## src/rtl/arb_pkg.sv

```systemverilog
package arb_pkg;

    // register byte offsets
    localparam logic [11:0] cpu_ctrl_offset = 12'h000;
    localparam logic [11:0] pci_ctrl_offset = 12'h004;

    // cpu control field positions
    localparam int cpu_active_pos = 0;
    localparam int cpu_park_pos   = 1;
    localparam int cpu_order_pos  = 3;
    localparam int cpu_fsw_pos    = 4;
    localparam int cpu_fbw_pos    = 6;
    localparam int cpu_fsr_pos    = 8;
    localparam int cpu_fbr_pos    = 10;

    // pci control field positions
    localparam int pci_active_pos = 0;
    localparam int pci_lock_pos   = 1;
    localparam int pci_rank_pos   = 2;
    localparam int pci_park_pos   = 5;
    localparam int pci_order_pos  = 9;

    // reset values
    localparam logic [15:0] cpu_ctrl_reset = 16'h0000;
    localparam logic [15:0] pci_ctrl_reset = 16'h0000;

    // writable bits
    localparam logic [15:0] cpu_ctrl_wmask = 16'h0ffe;
    localparam logic [15:0] pci_ctrl_wmask = 16'h07fe;

    // flatten codes
    localparam logic [1:0] flat_always = 2'h2;
    localparam logic [1:0] flat_switch = 2'h3;

    // cpu park codes
    localparam logic [1:0] cpark_none = 2'h0;
    localparam logic [1:0] cpark_last = 2'h1;
    localparam logic [1:0] cpark_cpu0 = 2'h2;
    localparam logic [1:0] cpark_cpu1 = 2'h3;

    // pci order codes
    localparam logic [1:0] porder_fixed = 2'h0;
    localparam logic [1:0] porder_rr    = 2'h1;
    localparam logic [1:0] porder_mixed = 2'h2;

    // pci park codes
    localparam logic [3:0] ppark_last   = 4'h0;
    localparam logic [3:0] ppark_bridge = 4'h8;
    localparam logic [3:0] ppark_none   = 4'hf;

    // group of each pci agent (index 0..6 requesters, 7 bridge)
    localparam logic [15:0] group_map = 16'b11_11_10_10_01_01_00_00;

    typedef enum logic [2:0]
    {
        cpu_idle_st = 3'b001,
        cpu_busy_st = 3'b010,
        cpu_flat_st = 3'b100
    } cpu_state_type;

endpackage : arb_pkg

```

## src/rtl/host_bridge_dual_arbiters.sv

```systemverilog
// Operation
// - burst read end applies its flatten field
// - single read end applies its flatten field
// - burst write end applies its flatten field
// - single write end applies its flatten field
// - flatten codes: none, always, on switch
// - cpu priority rotating or cpu0 fixed
// - cpu parking none, last, cpu0, cpu1
// - cpu active flag read-only system arbiter
// - pci scheme fixed, round robin, mixed
// - pci park last, bridge, or none
// - codes 1-7 park requester 6 down to 0
// - fixed hierarchy rotates descending agent ring
// - mixed hierarchy rotates four group ranking
// - lock hold parks locking master exclusively
// - lock hold off ignores lock state
// - pci active flag read-only system arbiter
//
// Added by the designer: the register addresses and the APB interface to the registers.
`timescale 1ns/100ps
`default_nettype none
module host_bridge_dual_arbiters
    import arb_pkg::*;
(
    // clock and reset
    input  wire logic        sys_clk_i,
    input  wire logic        rst_i,
    // apb slave
    input  wire logic        psel_i,
    input  wire logic        penable_i,
    input  wire logic        pwrite_i,
    input  wire logic [11:0] paddr_i,
    input  wire logic [31:0] pwdata_i,
    output logic      [31:0] prdata_o,
    output logic             pready_o,
    output logic             pslverr_o,
    // arbiter straps
    input  wire logic        cpu_arb_active_i,
    input  wire logic        pci_arb_active_i,
    // processor bus
    input  wire logic [1:0]  cpu_req_i,
    input  wire logic        cpu_cycle_end_i,
    input  wire logic        cpu_cycle_burst_i,
    input  wire logic        cpu_cycle_write_i,
    output logic      [1:0]  cpu_grant_o,
    output logic             cpu_flatten_o,
    // pci bus
    input  wire logic [7:0]  pci_req_i,
    input  wire logic        pci_lock_i,
    input  wire logic        pci_idle_i,
    output logic      [7:0]  pci_grant_o
);

    logic [15:0] cpu_ctrl, next_cpu_ctrl;
    logic [15:0] pci_ctrl, next_pci_ctrl;
    logic [31:0] next_prdata;
    logic        next_pready, next_pslverr;
    logic        cpu_active, pci_active;
    logic        apb_access, apb_hit;

    cpu_state_type cpu_state, next_cpu_state;
    logic [1:0]    next_cpu_grant;
    logic          next_cpu_flatten;
    logic          cpu_last, next_cpu_last;

    logic [7:0] next_pci_grant;
    logic [2:0] pci_last, next_pci_last;
    logic [7:0] rr_ptr, next_rr_ptr;
    logic       lock_held, next_lock_held;
    logic [2:0] lock_owner, next_lock_owner;

    // cpu flatten field chosen by cycle type
    function automatic logic [1:0] flat_field(input logic [15:0] c,
        input logic burst, input logic write);
        if (burst && !write)
            flat_field = c[cpu_fbr_pos +: 2];
        else if (!burst && !write)
            flat_field = c[cpu_fsr_pos +: 2];
        else if (burst)
            flat_field = c[cpu_fbw_pos +: 2];
        else
            flat_field = c[cpu_fsw_pos +: 2];
    endfunction : flat_field

    // agent index to descending ring position (agent 6 at 0, bridge 7)
    function automatic logic [2:0] ring_pos(input logic [2:0] a);
        if (a == 3'h7)
            ring_pos = 3'h7;
        else
            ring_pos = 3'h6 - a;
    endfunction : ring_pos

    // pci priority score, smaller wins
    function automatic logic [5:0] pci_score(input logic [2:0] a,
        input logic [15:0] c, input logic [7:0] ptr);
        logic [2:0] rank;
        logic [1:0] grp;
        logic [1:0] gpos;
        rank = c[pci_rank_pos +: 3];
        grp  = group_map[2*a +: 2];
        pci_score = 6'h3f;
        if (c[pci_order_pos +: 2] == porder_fixed)
            pci_score = {3'h0, 3'(ring_pos(a) + rank)};
        else if (c[pci_order_pos +: 2] == porder_rr)
            pci_score = {3'h0, 3'(a - ptr[2:0])};
        else if (c[pci_order_pos +: 2] == porder_mixed)
        begin
            gpos = 2'(grp + rank[1:0]);
            pci_score = {1'b0, gpos, 3'(a - ptr[2:0])};
        end
    endfunction : pci_score

    assign cpu_active = cpu_arb_active_i;
    assign pci_active = pci_arb_active_i;
    assign apb_access = psel_i && penable_i && !pready_o;
    assign apb_hit    = paddr_i == cpu_ctrl_offset
                     || paddr_i == pci_ctrl_offset;

    // register bus
    always_comb
    begin
        next_cpu_ctrl = cpu_ctrl;
        next_pci_ctrl = pci_ctrl;
        next_cpu_ctrl[cpu_active_pos] = cpu_active;
        next_pci_ctrl[pci_active_pos] = pci_active;
        next_prdata  = prdata_o;
        next_pready  = 1'b0;
        next_pslverr = 1'b0;
        if (apb_access)
        begin
            next_pready  = 1'b1;
            next_pslverr = !apb_hit;
            next_prdata  = 32'h0;
            if (paddr_i == cpu_ctrl_offset)
            begin
                if (pwrite_i)
                    next_cpu_ctrl = (cpu_ctrl & ~cpu_ctrl_wmask)
                                  | (pwdata_i[15:0] & cpu_ctrl_wmask);
                else
                    next_prdata = {16'h0, cpu_ctrl};
            end
            else if (paddr_i == pci_ctrl_offset)
            begin
                if (pwrite_i)
                    next_pci_ctrl = (pci_ctrl & ~pci_ctrl_wmask)
                                  | (pwdata_i[15:0] & pci_ctrl_wmask);
                else
                    next_prdata = {16'h0, pci_ctrl};
            end
            next_cpu_ctrl[cpu_active_pos] = cpu_active;
            next_pci_ctrl[pci_active_pos] = pci_active;
        end
    end

    always_ff @(posedge sys_clk_i)
    begin
        if (rst_i)
        begin
            cpu_ctrl  <= cpu_ctrl_reset;
            pci_ctrl  <= pci_ctrl_reset;
            prdata_o  <= 32'h0;
            pready_o  <= 1'b0;
            pslverr_o <= 1'b0;
        end
        else
        begin
            cpu_ctrl  <= next_cpu_ctrl;
            pci_ctrl  <= next_pci_ctrl;
            prdata_o  <= next_prdata;
            pready_o  <= next_pready;
            pslverr_o <= next_pslverr;
        end
    end

    // processor bus arbiter
    always_comb
    begin
        logic [1:0] park, code;
        logic       win, any;
        park = cpu_ctrl[cpu_park_pos +: 2];
        any  = |cpu_req_i;
        win  = 1'b0;
        code = 2'h0;
        if (cpu_ctrl[cpu_order_pos] && cpu_req_i == 2'b11)
            win = !cpu_last;
        else
            win = !cpu_req_i[0];
        next_cpu_state   = cpu_state;
        next_cpu_grant   = cpu_grant_o;
        next_cpu_flatten = 1'b0;
        next_cpu_last    = cpu_last;
        case (cpu_state)
            cpu_idle_st:
            begin
                if (any)
                begin
                    next_cpu_grant = win ? 2'b10 : 2'b01;
                    next_cpu_last  = win;
                    next_cpu_state = cpu_busy_st;
                end
                else if (park == cpark_last)
                    next_cpu_grant = cpu_last ? 2'b10 : 2'b01;
                else if (park == cpark_cpu0)
                    next_cpu_grant = 2'b01;
                else if (park == cpark_cpu1)
                    next_cpu_grant = 2'b10;
                else
                    next_cpu_grant = 2'b00;
            end
            cpu_busy_st:
            begin
                if (cpu_cycle_end_i)
                begin
                    code = flat_field(cpu_ctrl, cpu_cycle_burst_i,
                                      cpu_cycle_write_i);
                    next_cpu_state = cpu_idle_st;
                    if (code == flat_always
                        || (code == flat_switch
                            && cpu_req_i[~cpu_last]))
                    begin
                        next_cpu_grant   = 2'b00;
                        next_cpu_flatten = 1'b1;
                        next_cpu_state   = cpu_flat_st;
                    end
                end
            end
            cpu_flat_st:
                next_cpu_state = cpu_idle_st;
            default:
                next_cpu_state = cpu_idle_st;
        endcase
        if (!cpu_active)
        begin
            next_cpu_grant   = 2'b00;
            next_cpu_flatten = 1'b0;
            next_cpu_state   = cpu_idle_st;
        end
    end

    always_ff @(posedge sys_clk_i)
    begin
        if (rst_i)
        begin
            cpu_state     <= cpu_idle_st;
            cpu_grant_o   <= 2'b00;
            cpu_flatten_o <= 1'b0;
            cpu_last      <= 1'b0;
        end
        else
        begin
            cpu_state     <= next_cpu_state;
            cpu_grant_o   <= next_cpu_grant;
            cpu_flatten_o <= next_cpu_flatten;
            cpu_last      <= next_cpu_last;
        end
    end

    // pci arbiter, re-arbitrates while the bus is idle
    always_comb
    begin
        logic [5:0] best;
        logic [2:0] sel;
        logic [3:0] park;
        logic       found;
        best  = 6'h3f;
        sel   = 3'h0;
        found = 1'b0;
        park  = pci_ctrl[pci_park_pos +: 4];
        for (int i = 0; i < 8; i++)
        begin
            if (pci_req_i[i] && pci_score(3'(i), pci_ctrl, rr_ptr) < best)
            begin
                best  = pci_score(3'(i), pci_ctrl, rr_ptr);
                sel   = 3'(i);
                found = 1'b1;
            end
        end
        next_pci_grant  = pci_grant_o;
        next_pci_last   = pci_last;
        next_rr_ptr     = rr_ptr;
        next_lock_held  = lock_held;
        next_lock_owner = lock_owner;
        if (pci_ctrl[pci_lock_pos] && pci_lock_i && !lock_held
            && pci_grant_o != 8'h0)
        begin
            next_lock_held  = 1'b1;
            next_lock_owner = pci_last;
        end
        else if (lock_held && (!pci_lock_i || !pci_ctrl[pci_lock_pos]))
            next_lock_held = 1'b0;
        if (next_lock_held)
            next_pci_grant = 8'(1) << next_lock_owner;
        else if (pci_idle_i)
        begin
            if (found)
            begin
                next_pci_grant = 8'(1) << sel;
                next_pci_last  = sel;
                next_rr_ptr    = 8'(3'(sel + 3'h1));
            end
            else if (park == ppark_last)
                next_pci_grant = 8'(1) << pci_last;
            else if (park == ppark_bridge)
                next_pci_grant = 8'h80;
            else if (park >= 4'h1 && park <= 4'h7)
                next_pci_grant = 8'(1) << 3'(4'h7 - park);
            else
                next_pci_grant = 8'h00;
        end
        if (!pci_active)
        begin
            next_pci_grant = 8'h00;
            next_lock_held = 1'b0;
        end
    end

    always_ff @(posedge sys_clk_i)
    begin
        if (rst_i)
        begin
            pci_grant_o <= 8'h00;
            pci_last    <= 3'h7;
            rr_ptr      <= 8'h0;
            lock_held   <= 1'b0;
            lock_owner  <= 3'h0;
        end
        else
        begin
            pci_grant_o <= next_pci_grant;
            pci_last    <= next_pci_last;
            rr_ptr      <= next_rr_ptr;
            lock_held   <= next_lock_held;
            lock_owner  <= next_lock_owner;
        end
    end

    // checks
    property p_cpu_off;
        @(posedge sys_clk_i) disable iff (rst_i)
        !cpu_active |=> cpu_grant_o == 2'b00;
    endproperty
    a_cpu_off: assert property (p_cpu_off)
        else $error("cpu grant while inactive");

    property p_pci_off;
        @(posedge sys_clk_i) disable iff (rst_i)
        !pci_active |=> pci_grant_o == 8'h00;
    endproperty
    a_pci_off: assert property (p_pci_off)
        else $error("pci grant while inactive");

    property p_cpu_onehot;
        @(posedge sys_clk_i) disable iff (rst_i)
        $onehot0(cpu_grant_o);
    endproperty
    a_cpu_onehot: assert property (p_cpu_onehot)
        else $error("two cpu grants");

    property p_pci_onehot;
        @(posedge sys_clk_i) disable iff (rst_i)
        $onehot0(pci_grant_o);
    endproperty
    a_pci_onehot: assert property (p_pci_onehot)
        else $error("two pci grants");

    property p_cpu_fixed;
        @(posedge sys_clk_i) disable iff (rst_i)
        cpu_active && cpu_state == cpu_idle_st && cpu_req_i == 2'b11
        && !cpu_ctrl[cpu_order_pos] |=> cpu_grant_o == 2'b01;
    endproperty
    a_cpu_fixed: assert property (p_cpu_fixed)
        else $error("cpu0 not preferred");

    property p_park0;
        @(posedge sys_clk_i) disable iff (rst_i)
        cpu_active && cpu_state == cpu_idle_st && cpu_req_i == 2'b00
        && cpu_ctrl[cpu_park_pos +: 2] == cpark_cpu0
        |=> cpu_grant_o == 2'b01;
    endproperty
    a_park0: assert property (p_park0)
        else $error("no park on cpu0");

    property p_flat;
        @(posedge sys_clk_i) disable iff (rst_i)
        cpu_active && cpu_state == cpu_busy_st && cpu_cycle_end_i
        && flat_field(cpu_ctrl, cpu_cycle_burst_i, cpu_cycle_write_i)
           == flat_always
        |=> cpu_flatten_o ##1 !cpu_flatten_o;
    endproperty
    a_flat: assert property (p_flat)
        else $error("flatten not applied");

    property p_bridge_park;
        @(posedge sys_clk_i) disable iff (rst_i)
        pci_active && pci_idle_i && pci_req_i == 8'h00 && !lock_held
        && pci_ctrl[pci_park_pos +: 4] == ppark_bridge
        |=> pci_grant_o == 8'h80;
    endproperty
    a_bridge_park: assert property (p_bridge_park)
        else $error("no park on bridge");

    property p_lock;
        @(posedge sys_clk_i) disable iff (rst_i)
        pci_active && lock_held && pci_lock_i && pci_ctrl[pci_lock_pos]
        |=> pci_grant_o == $past(pci_grant_o);
    endproperty
    a_lock: assert property (p_lock)
        else $error("grant moved under lock");

    c_flat: cover property (@(posedge sys_clk_i) cpu_flatten_o);
    c_lock: cover property (@(posedge sys_clk_i) lock_held);
    c_cpu1: cover property (@(posedge sys_clk_i) cpu_grant_o == 2'b10);
    c_mix: cover property (@(posedge sys_clk_i)
        pci_ctrl[pci_order_pos +: 2] == porder_mixed && |pci_grant_o);

endmodule : host_bridge_dual_arbiters
`default_nettype wire

```

## config.mk

```make
export PLATFORM = sky130hd
export DESIGN_NAME = host_bridge_dual_arbiters
export DESIGN_NICKNAME = d
export VERILOG_FILES = /design/src/rtl/arb_pkg.sv /design/src/rtl/host_bridge_dual_arbiters.sv
export SDC_FILE = /design/constraint.sdc
export NUM_CORES = 1
export LEC_CHECK = 0
export BUFFER_PORTS_ARGS = -buffer_cell sky130_fd_sc_hd__buf_2
export CORE_MARGIN = 2
export CORE_UTILIZATION = 52
export CTS_BUF_LIST = sky130_fd_sc_hd__clkbuf_4 sky130_fd_sc_hd__clkbuf_8
export DETAILED_ROUTE_END_ITERATION = 8
export GPL_ROUTABILITY_DRIVEN = 0
export GPL_TIMING_DRIVEN = 1
export PLACE_DENSITY = 0.83
export SYNTH_ARGS = -nofsm -noshare
export SYNTH_HDL_FRONTEND = slang
export SYNTH_SLANG_ARGS = --single-unit
```

## constraint.sdc

```tcl
create_clock -name sys_clk_i -period 14 [get_ports sys_clk_i]
set_input_delay 2.8 -clock sys_clk_i [delete_from_list [all_inputs] [get_ports sys_clk_i]]
set_output_delay 2.8 -clock sys_clk_i [all_outputs]
set_load 0.05 [all_outputs]
```

; ---- Yosys cells after proc, flatten, opt, wreduce, memory -nomap -nowiden
; Index checks and enable logic that the tools add are counted.
[totals]
regBits = 91
input_bits = 66
out_inout_bits = 45
elab_cells = 236
[op_classes]
addsub = 28
magnitude_cmp = 11
n_eq_ne = 15
shift = 4
mux = 104
bitwise_logic = 10
reduce_logical = 48
[ops]
columns = operator, n
row1 = $mux 6, 38
row2 = $mux 3, 25
row3 = $mux 16, 3
row4 = $mux 8, 6
row5 = $add 3x3->3, 15
row6 = $lt 6x6->1, 7
row7 = $mux 32, 1
row8 = $shl 1x3->8 const A, 4
row9 = $mux 2, 13
row10 = $logic_and 1x1->1, 19
row11 = $mux 1, 16
row12 = $or 16x11->16, 1
row13 = $or 16x12->16, 1
row14 = $sub 3x3->3 const A, 5
row15 = $eq 12x3->1 const B, 1
row16 = $eq 2x2->1 const B, 6
row17 = $logic_not 12->1, 1
row18 = $logic_not 1->1, 9
row19 = $reduce_and 3->1, 3
row20 = $not 1->1, 8
row21 = $reduce_bool 8->1, 1
row22 = $reduce_or 2->1, 4
row23 = $lt 6x6->1 const B, 1
row24 = $ne 2x2->1 const B, 3
row25 = other kinds (21), 29

; ---- Logic depth before layout (Yosys ltp)
; Gate-level depths: netlist (run 1).
[logic_depth]
word_depth = 53
mapped_depth = 69
mapped_depth_nobuf = 65

; ---- Worst setup path before layout (run 1)
; No wires, ideal clock.
[synth_timing]
kind = input to register
from = in pci_req_i[0]
to = reg rr_ptr[2]
setup_time_ns = 0.086
t_arrival_ns = 13.556
required_ns = 13.914
path_slack_ns = 0.358
cell_stages = 59
n_path_buf = 3
cell_sequence = nand3_1 -> inv_1 -> ha_1 -> nand2b_1 -> o221a_1 -> a2111oi_4 -> nor2_1 -> mux2i_1 -> ha_1 -> o221a_2 -> o211ai_1 -> a311o_1 -> o311ai_4 -> a21oi_1 -> ha_1 -> o21ai_0 -> a21o_1 -> or4_1 -> (+23 left out) -> nand4b_1 -> a211o_1 -> o22ai_1 -> a21oi_4 -> mux2_1 -> ha_1 -> a21o_1 -> nand2_1 -> nand3b_1 -> nor3_1 -> inv_1 -> o211a_1 -> o31ai_1 -> a211oi_2 -> inv_1 -> ha_1 -> ha_1 -> a211oi_1
[synth_between]
elab_chain_cells = 24
word_cells_on_any_way = 39
cone_classes = 1 x add/sub / 7 x order compare / 22 x mux / 9 x reduce/logical
[synth_lines]
columns = element, line_no
row1 = "start, declared", host_bridge_dual_arbiters.sv:48  ; input wire logic [7:0] pci_req_i,
row2 = $logic_and 1x1->1 (*), host_bridge_dual_arbiters.sv:271  ; if (pci_req_i[i] && pci_score(3'(i), pci_ctrl, rr_ptr) < best)
row3 = $mux 6, host_bridge_dual_arbiters.sv:271
row4 = $lt 6x6->1, host_bridge_dual_arbiters.sv:271
row5 = $logic_and 1x1->1, host_bridge_dual_arbiters.sv:271
row6 = $mux 6, host_bridge_dual_arbiters.sv:271
row7 = $lt 6x6->1, host_bridge_dual_arbiters.sv:271
row8 = $logic_and 1x1->1, host_bridge_dual_arbiters.sv:271
row9 = $mux 6, host_bridge_dual_arbiters.sv:271
row10 = (+8 left out), -
row11 = $mux 6, host_bridge_dual_arbiters.sv:271
row12 = $lt 6x6->1, host_bridge_dual_arbiters.sv:271
row13 = $logic_and 1x1->1, host_bridge_dual_arbiters.sv:271
row14 = $mux 6, host_bridge_dual_arbiters.sv:271
row15 = $lt 6x6->1, host_bridge_dual_arbiters.sv:271
row16 = $logic_and 1x1->1, host_bridge_dual_arbiters.sv:271
row17 = $mux 3 or $mux 1 (tied branches), host_bridge_dual_arbiters.sv:271
row18 = $add 3x1->3 or $reduce_and 3->1 (tied branches), -
row19 = "end signal, assigned", host_bridge_dual_arbiters.sv:331  ; rr_ptr <= next_rr_ptr;
row20 = "end, declared", host_bridge_dual_arbiters.sv:68  ; logic [7:0] rr_ptr, next_rr_ptr;
; Every way passes the cells marked *; elsewhere a longest branch is shown, timed or not.
; A chain may end at the register's enable or synchronous reset.

; ---- Worst setup path in the final report (run 1)
[layout_timing]
from = in pci_req_i[0]
to = reg pci_grant_o[3]
[layout_between]
elab_chain_cells = 27
word_cells_on_any_way = 41
cone_classes = 7 x order compare / 1 x shift / 25 x mux / 8 x reduce/logical
[layout_lines]
columns = element, line_no
row1 = $logic_and 1x1->1 (*), host_bridge_dual_arbiters.sv:271
row2 = $mux 6, host_bridge_dual_arbiters.sv:271
row3 = $lt 6x6->1, host_bridge_dual_arbiters.sv:271
row4 = $logic_and 1x1->1, host_bridge_dual_arbiters.sv:271
row5 = $mux 6, host_bridge_dual_arbiters.sv:271
row6 = $lt 6x6->1, host_bridge_dual_arbiters.sv:271
row7 = $logic_and 1x1->1, host_bridge_dual_arbiters.sv:271
row8 = $mux 6, host_bridge_dual_arbiters.sv:271
row9 = (+11 left out), -
row10 = $mux 6, host_bridge_dual_arbiters.sv:271
row11 = $lt 6x6->1, host_bridge_dual_arbiters.sv:271
row12 = $logic_and 1x1->1, host_bridge_dual_arbiters.sv:271
row13 = $mux 3, host_bridge_dual_arbiters.sv:271
row14 = $shl 1x3->8, host_bridge_dual_arbiters.sv:297  ; next_pci_grant = 8'(1) << sel;
row15 = $mux 8 (*), host_bridge_dual_arbiters.sv:295  ; if (found)
row16 = $mux 8 (*), host_bridge_dual_arbiters.sv:293  ; else if (pci_idle_i)
row17 = $mux 8 (*), host_bridge_dual_arbiters.sv:291  ; if (next_lock_held)
row18 = "end signal, assigned", host_bridge_dual_arbiters.sv:329  ; pci_grant_o <= next_pci_grant;
row19 = "end, declared", host_bridge_dual_arbiters.sv:51  ; output logic [7:0] pci_grant_o
; Every way passes the cells marked *; elsewhere a longest branch is shown, timed or not. The select of a mux whose other input is x is not followed.

==> results of run 1 <==
[state kept, by name, summed over array words and instances, names as in the netlist]
name,flops
pci_last,3
cpu_last,1
prdata_o,14
lock_held,1
rr_ptr,3
cpu_grant_o,2
cpu_ctrl,12
pci_ctrl,11
cpu_state,3
cpu_flatten_o,1
pslverr_o,1
pci_grant_o,8
pready_o,1
lock_owner,3
[where the power goes]
| part | switching (uW) | total, uW | internal (uW) |
|---|---|---|---|
| Clock | 73.9 | 156 | 81.9 |
| Combinational | 73.4 | 124 | 50.5 |
| Sequential | 5.36 | 191 | 186 |
[per-layer routing]
layer  GRT usage  part of all wire  up-vias
met5           0                 0        -
met4       0.115             0.032        0
met3      0.0383             0.069       54
met2       0.430              0.48      248
met1       0.322              0.41     2533
li1            -                 -     2626
[cell usage in the layout (no fill, tap or decap), types with 6 or more instances in the layout]
cell type	synthesis	layout
nor2_1	96	92
buf_2	4	73
dfxtp_1	64	64
nand2_1	55	54
buf_4	21	53
mux2i_1	49	47
a21oi_1	49	44
o21ai_0	38	35
ha_1	34	33
inv_1	31	31
conb_1	1	16
nand3_1	16	14
nand2b_1	11	11
a21o_1	10	10
nor2b_1	10	10
nor3_1	10	9
a22oi_1	9	9
clkbuf_8	0	9
or2_2	8	8
a211oi_1	8	8
nor4_1	8	8
o21a_1	7	7
and2_1	6	7
a21oi_2	1	6
a31oi_1	8	6
nand4_1	6	6
[cell families after synthesis]
group | count (synthesis) | synth area share
fa+ha+maj | 34 | 0.0797
other cells | 1 | 0.000703
flops | 64 | 0.240
simple gates | 253 | 0.226
xor+xnor | 7 | 0.0115
buf+inv | 86 | 0.0825
mux | 57 | 0.111
compound gates | 184 | 0.248
[critical path, delay by kind of cell]
kind / cells / cell delay [ps]
compound gates: 27 / 5300
buf+inv: 6 / 680
simple gates: 12 / 1360
mux: 5 / 1200
fa+ha+maj: 9 / 2460
[how the worst max path moves through the flow]
stage | slack [ps] | startpoint | to
finish | 400 | pci_req_i[0] | pci_grant_o[3]
CTS | 20 | pci_req_i[0] | pci_grant_o[1]
floorplan | 360 | pci_req_i[0] | rr_ptr[2]
detailed placement | -340 | pci_req_i[0] | pci_grant_o[3]
global placement | 100 | pci_req_i[0] | pci_grant_o[3]
global route | -100 | pci_req_i[0] | pci_grant_o[3]
[layout make-up]
class                      count  area (um^2)  area share
clock buffer                   9          124      0.0196
clock inverter                 7         72.6      0.0115
inverter                      32          120      0.0190
multi-input combinational    551         3790       0.600
sequential                    64         1280       0.203
tap                          133          166      0.0263
timing repair buffer         126          763       0.121
[metrics by stage]
stage,hold slack (ps),cell area (um^2),worst slack [ps],std cells
5_1_grt,509,6320,-98.0,922
3_3_place_gp,464,5960,95.5,899
2_1_floorplan,469,5390,358,701
3_5_place_dp,473,5960,-339,899
4_1_cts,495,6160,22.0,916
6_report,490,6320,404,922
[what timing repair did]
action	CTS	global route
pin swaps	1	19
setup endpoints to repair	2	14
endpoints found under the hold margin	0	0
gates resized for setup	0	30
buffers inserted	1	6
==> impl_metrics.py, run 1 <==
metrics = {
    "drt": {
        "ant_nets": 0,
        "drt-total-wl_um": 14800,
        "routedWlPerCell_um": 16.0,
        "drt_iter0_markers": 421,
        "drcViolationCount": 0,
        "drtPass1Iterations": 5,
        "viasPerCell": 5.92,
        "vias": 5461,
    },
    "placement": {
        "portBuffers": 73,
        "dp_hpwl_um": 10900,
    },
    "sta": {
        "hold_viol_final": 0,
        "clock_skew_ps": 9.31,
        "fin_setup_tns_ps": 0,
        "slew_viol_final": 0,
        "worst_slew_pin_slew_ps": 1230,
        "max_slew_margin": 0.176,
        "post-route-period-util": 0.971,
        "timing.final.crit_period_ps": 13600,
        "setup_viol": 0,
        "fmaxAchievable_mhz": 73.6,
    },
    "pwr": {
        "leakagePower_uw": 0.00286,
        "p_per_area_mw_per_mm2": 74.5,
        "worst_ir_drop_vdd_v": 0.0000885,
        "fin_total_pwr_uw": 471,
    },
    "synth": {
        "yosysSeqAreaShare": 0.240,
        "syn_area_per_cell_um2": 7.78,
        "ys_ff_latch": 64,
        "synth_edf_count": 0,
        "synth.most_common_cell": "nor2_1",
        "ys_types": 84,
        "synth_area_mm2": 0.00534,
        "synth_cells": 686,
        "synth_top_area_share": 0.240,
        "yosys-top-cells-count": "nor2_1 (96), dfxtp_1 (64), nand2_1 (55)",
        "yosys_warnings": 0,
        "ys.flop_type": "dfxtp_1",
        "yosysTopAreaCell": "dfxtp_1",
        "async_reset_ff_frac": 0,
        "yosys-top-cells-area": "dfxtp_1 (24%), mux2i_1 (9.2%), ha_1 (8.0%), nor2_1 (6.8%), a21oi_1 (4.6%)",
    },
    "outcome": {
        "status": "complete, no violations",
    },
    "die": {
        "num_io_pins": 111,
        "die_w_um": 105,
        "die_h_um": 105,
        "row_count": 36,
        "dieArea_mm2": 0.0111,
        "core_mm2": 0.00986,
        "start_util": 0.541,
    },
    "clocking": {
        "cts_buffer_depth": 2,
        "clk_pin_slew_ps": 70,
        "htree_levels": 3,
        "clkLatencyLatePin_ps": 350,
        "cts_root_buf": "clkbuf_8",
        "cts.hold.buffers_added": 0,
        "cts_made_buffers": 9,
        "cts_tree": "built",
        "cts_sinks": 64,
    },
    "layout": {
        "antenna_cells": 0,
        "final_util": 0.641,
        "synthToLayoutAreaGrowth_pct": 18.4,
        "nNetsFinal": 884,
        "fillerInstances": 832,
        "drive_gt1_frac": 0.256,
    },
    "worst_hold_path": {
        "holdCritStartpoint": "prdata_o[14]",
        "hp-class": "register to register",
        "hold_path_end": "prdata_o[14]",
        "hold_depth": 1,
    },
    "critical_path": {
        "required_ps": 14230,
        "slowest_delay_ps": 420,
        "r2r_cells": 61,
        "cp-start-kind": "input port",
        "r2r_setup_slack_ps": 1420,
        "reg2reg_from": "pci_ctrl[3]",
        "rr_endpoint": "pci_grant_o[3]",
        "crit_fanout": 5,
        "endpoint_kind": "register",
        "arrival_ps": 13830,
        "crit_path_top_delay_cell": "a222oi_1",
        "crit_type": "input port to register",
        "crit_top_cell": "ha_1",
    },
    "job": {
        "max-cap-violations": 0,
    },
    "grt": {
        "grt_overflow_total": 0,
        "grt_max_degree": 47,
        "antenna_found_initial": 0,
        "grt_pass1_wl_um": 23700,
        "grt_use_total": 0.256,
        "grt_pass1_vias": 5209,
    },
}
No activity file was read; power rests on OpenSTA's default activity.
==> run 2: changes to the inputs <==
--- a/config.mk
+++ b/config.mk
@@ -7,5 +7,6 @@
 export LEC_CHECK = 0
+export ABC_AREA = 1
 export BUFFER_PORTS_ARGS = -buffer_cell sky130_fd_sc_hd__buf_2
 export CORE_MARGIN = 2
-export CORE_UTILIZATION = 52
+export CORE_UTILIZATION = 51
 export CTS_BUF_LIST = sky130_fd_sc_hd__clkbuf_4 sky130_fd_sc_hd__clkbuf_8
--- a/constraint.sdc
+++ b/constraint.sdc
@@ -3,2 +3,2 @@
 set_output_delay 2.8 -clock sys_clk_i [all_outputs]
-set_load 0.05 [all_outputs]
+set_load 0.01 [all_outputs]
==> run 2 against run 1 <==
- worst hold slack got worse by 37 ps
- area after synthesis down 6.3%
- clock power grew 6%
- total power is 9.1% lower
- non-clock buffer count shrank 53
- register-to-register slack improved by 2000 ps
- clock-buffer cell count is the same
- flip-flop and latch count stayed put
- synthesized cell count rose by 14%
- via count decreased by 6.0%
- worst setup slack better by 1500 ps
==> impl_metrics.py, run 2 <==
metrics = {
    "layout": {
        "final_cell_mix": "nand2_1 (186), inv_1 (105), nor2_1 (88)",
        "largest_register_ffs": 14,
        "fillerInstances": 955,
        "antenna_cells": 0,
        "drive_gt1_frac": 0.167,
        "synthToLayoutAreaGrowth_pct": 11.1,
        "top_regs": "prdata_o x14, cpu_ctrl x12, pci_ctrl x11",
        "top_register": "prdata_o",
        "final_util": 0.577,
        "nNetsFinal": 943,
        "design_area_mm2": 0.00556,
        "layout_commonest_cell": "nand2_1",
    },
    "die": {
        "core_mm2": 0.00964,
        "die_h_um": 103,
        "die_w_um": 103,
        "start_util": 0.519,
        "dieArea_mm2": 0.0106,
        "row_count": 36,
        "num_io_pins": 111,
    },
    "placement": {
        "portBuffers": 73,
        "place_area_mm2": 0.00535,
        "dp_hpwl_um": 9240,
        "dp_slack_ps": 1670,
    },
    "synth": {
        "async_reset_ff_frac": 0,
        "synth.most_common_cell": "nand2_1",
        "synth_top_area_share": 0.256,
        "ys.flop_type": "dfxtp_1",
        "yosys-top-cells-area": "dfxtp_1 (26%), nand2_1 (14%), ha_1 (8.5%), inv_1 (7.9%), nor2_1 (6.6%)",
        "synth_cells": 781,
        "ys_types": 48,
        "syn_area_per_cell_um2": 6.40,
        "synth_edf_count": 0,
        "yosys_warnings": 0,
        "yosysTopAreaCell": "dfxtp_1",
        "ys_ff_latch": 64,
        "yosys-top-cells-count": "nand2_1 (186), inv_1 (105), nor2_1 (88)",
        "yosysSeqAreaShare": 0.256,
        "synth_area_mm2": 0.00500,
    },
    "clocking": {
        "clk_pin_slew_ps": 80,
        "cts_buffer_depth": 2,
        "cts_tree": "built",
        "htree_levels": 3,
        "cts.hold.buffers_added": 0,
        "cts_root_buf": "clkbuf_8",
        "cts_made_buffers": 9,
        "clkLatencyLatePin_ps": 350,
        "ctsResizeCount": 0,
        "post_cts_buffers": 0,
        "cts_sinks": 64,
    },
    "sta": {
        "max_slew_margin": 0.377,
        "setup_slack_ps": 1910,
        "slew_viol_final": 0,
        "worst_slew_pin_slew_ps": 931,
        "fmaxAchievable_mhz": 82.7,
        "fin_setup_tns_ps": 0,
        "timing.final.crit_period_ps": 12090,
        "post-route-period-util": 0.864,
        "hold_viol_final": 0,
        "setup_viol": 0,
        "clock_skew_ps": 11.4,
        "rsz0062_at_grt": "false",
    },
    "job": {
        "max-cap-violations": 0,
    },
    "critical_path": {
        "arrival_ps": 12380,
        "reg2reg_from": "pci_ctrl[10]",
        "slowest_delay_ps": 370,
        "crit_top_cell": "nand2_1",
        "crit_path_top_delay_cell": "ha_1",
        "r2r_cells": 68,
        "cp-start-kind": "input port",
        "crit_type": "input port to register",
        "required_ps": 14290,
        "r2r_setup_slack_ps": 3400,
        "rr_endpoint": "pci_grant_o[1]",
        "crit_fanout": 13,
        "endpoint_kind": "register",
    },
    "drt": {
        "drt_iter0_markers": 343,
        "viasPerCell": 5.24,
        "vias": 5136,
        "drcViolationCount": 0,
        "routedWlPerCell_um": 12.5,
        "drtPass1Iterations": 5,
        "drt-total-wl_um": 12300,
        "ant_nets": 0,
    },
    "grt": {
        "grt_overflow_total": 0,
        "grt_pass1_vias": 4609,
        "grt_max_degree": 26,
        "grt_use_total": 0.242,
        "grt_pass1_wl_um": 20600,
        "antenna_found_initial": 0,
    },
    "pwr": {
        "worst_ir_drop_vdd_v": 0.0000906,
        "p_per_area_mw_per_mm2": 77.1,
        "leakagePower_uw": 0.00296,
        "fin_total_pwr_uw": 428,
    },
    "outcome": {
        "status": "complete, no violations",
    },
    "worst_hold_path": {
        "hold_depth": 2,
        "hp-class": "register to register",
        "hold_path_end": "prdata_o[14]",
        "holdCritStartpoint": "prdata_o[14]",
    },
}
[run 2: kinds of logic after synthesis]
| kind of cell | count (synthesis) | share of synthesized area |
|---|---|---|
| and+or+nand+nor | 401 | 0.362 |
| buffers and inverters | 153 | 0.135 |
| AOI/OAI and AO/OA | 126 | 0.158 |
| DFF | 64 | 0.256 |
| adders and majority gates | 34 | 0.0850 |
| xor gates and xnor gates | 2 | 0.00350 |
| other | 1 | 0.000750 |
[run 2: worst max path at each step]
stage | start | to | slack [ps] | cells past startpoint
floorplan | pci_req_i[0] | pci_grant_o[0] | 2930 | 74
global placement | pci_req_i[0] | pci_grant_o[2] | 1750 | 70
detailed placement | pci_req_i[0] | pci_grant_o[2] | 1670 | 70
CTS | pci_req_i[0] | pci_grant_o[2] | 1980 | 70
global route | pci_req_i[0] | pci_grant_o[2] | 940 | 70
finish | pci_req_i[0] | pci_grant_o[1] | 1910 | 69
[run 2: final cells by class]
type	instances	area, um^2	share of cell area
Inverter	116	438	0.0788
Clock buffer	9	124	0.0223
Tap cell	133	166	0.0299
Clock inverter	7	80.1	0.0144
Multi-Input combinational cell	579	3100	0.558
Sequential cell	64	1280	0.231
Timing Repair Buffer	73	365	0.0657
[run 2: metrics by stage]
stage,std cells,hold slack [ps]
after floorplan,796,438
after global placement,965,431
after detailed placement,965,438
after CTS,981,453
after global routing,981,499
final,981,453
[run 2: power breakdown]
group / total [uW] / switching, uW / leakage, uW / internal (uW)
Sequential: 189 / 3.61 / 0.000519 / 185
Combinational: 74.0 / 48.2 / 0.00234 / 25.8
Clock: 165 / 81.1 / 0.000102 / 84.3
[run 2: metal layers]
| layer | up-vias | global-route usage | routed length (um) |
|---|---|---|---|
| li1 | 2656 | - | - |
| met1 | 2283 | 0.312 | 5500 |
| met2 | 175 | 0.412 | 5790 |
| met3 | 22 | 0.0319 | 741 |
| met4 | 0 | 0.0921 | 258 |
| met5 | - | 0 | 0 |
[run 2: worst max-delay path, delay by kind of cell]
| family | cells | cell delay [ps] |
|---|---|---|
| AND/OR/NAND/NOR | 38 | 4110 |
| adder cells (fa/ha/maj) | 8 | 2320 |
| AO/OA/AOI/OAI | 11 | 2190 |
| buffers and inverters | 12 | 950 |
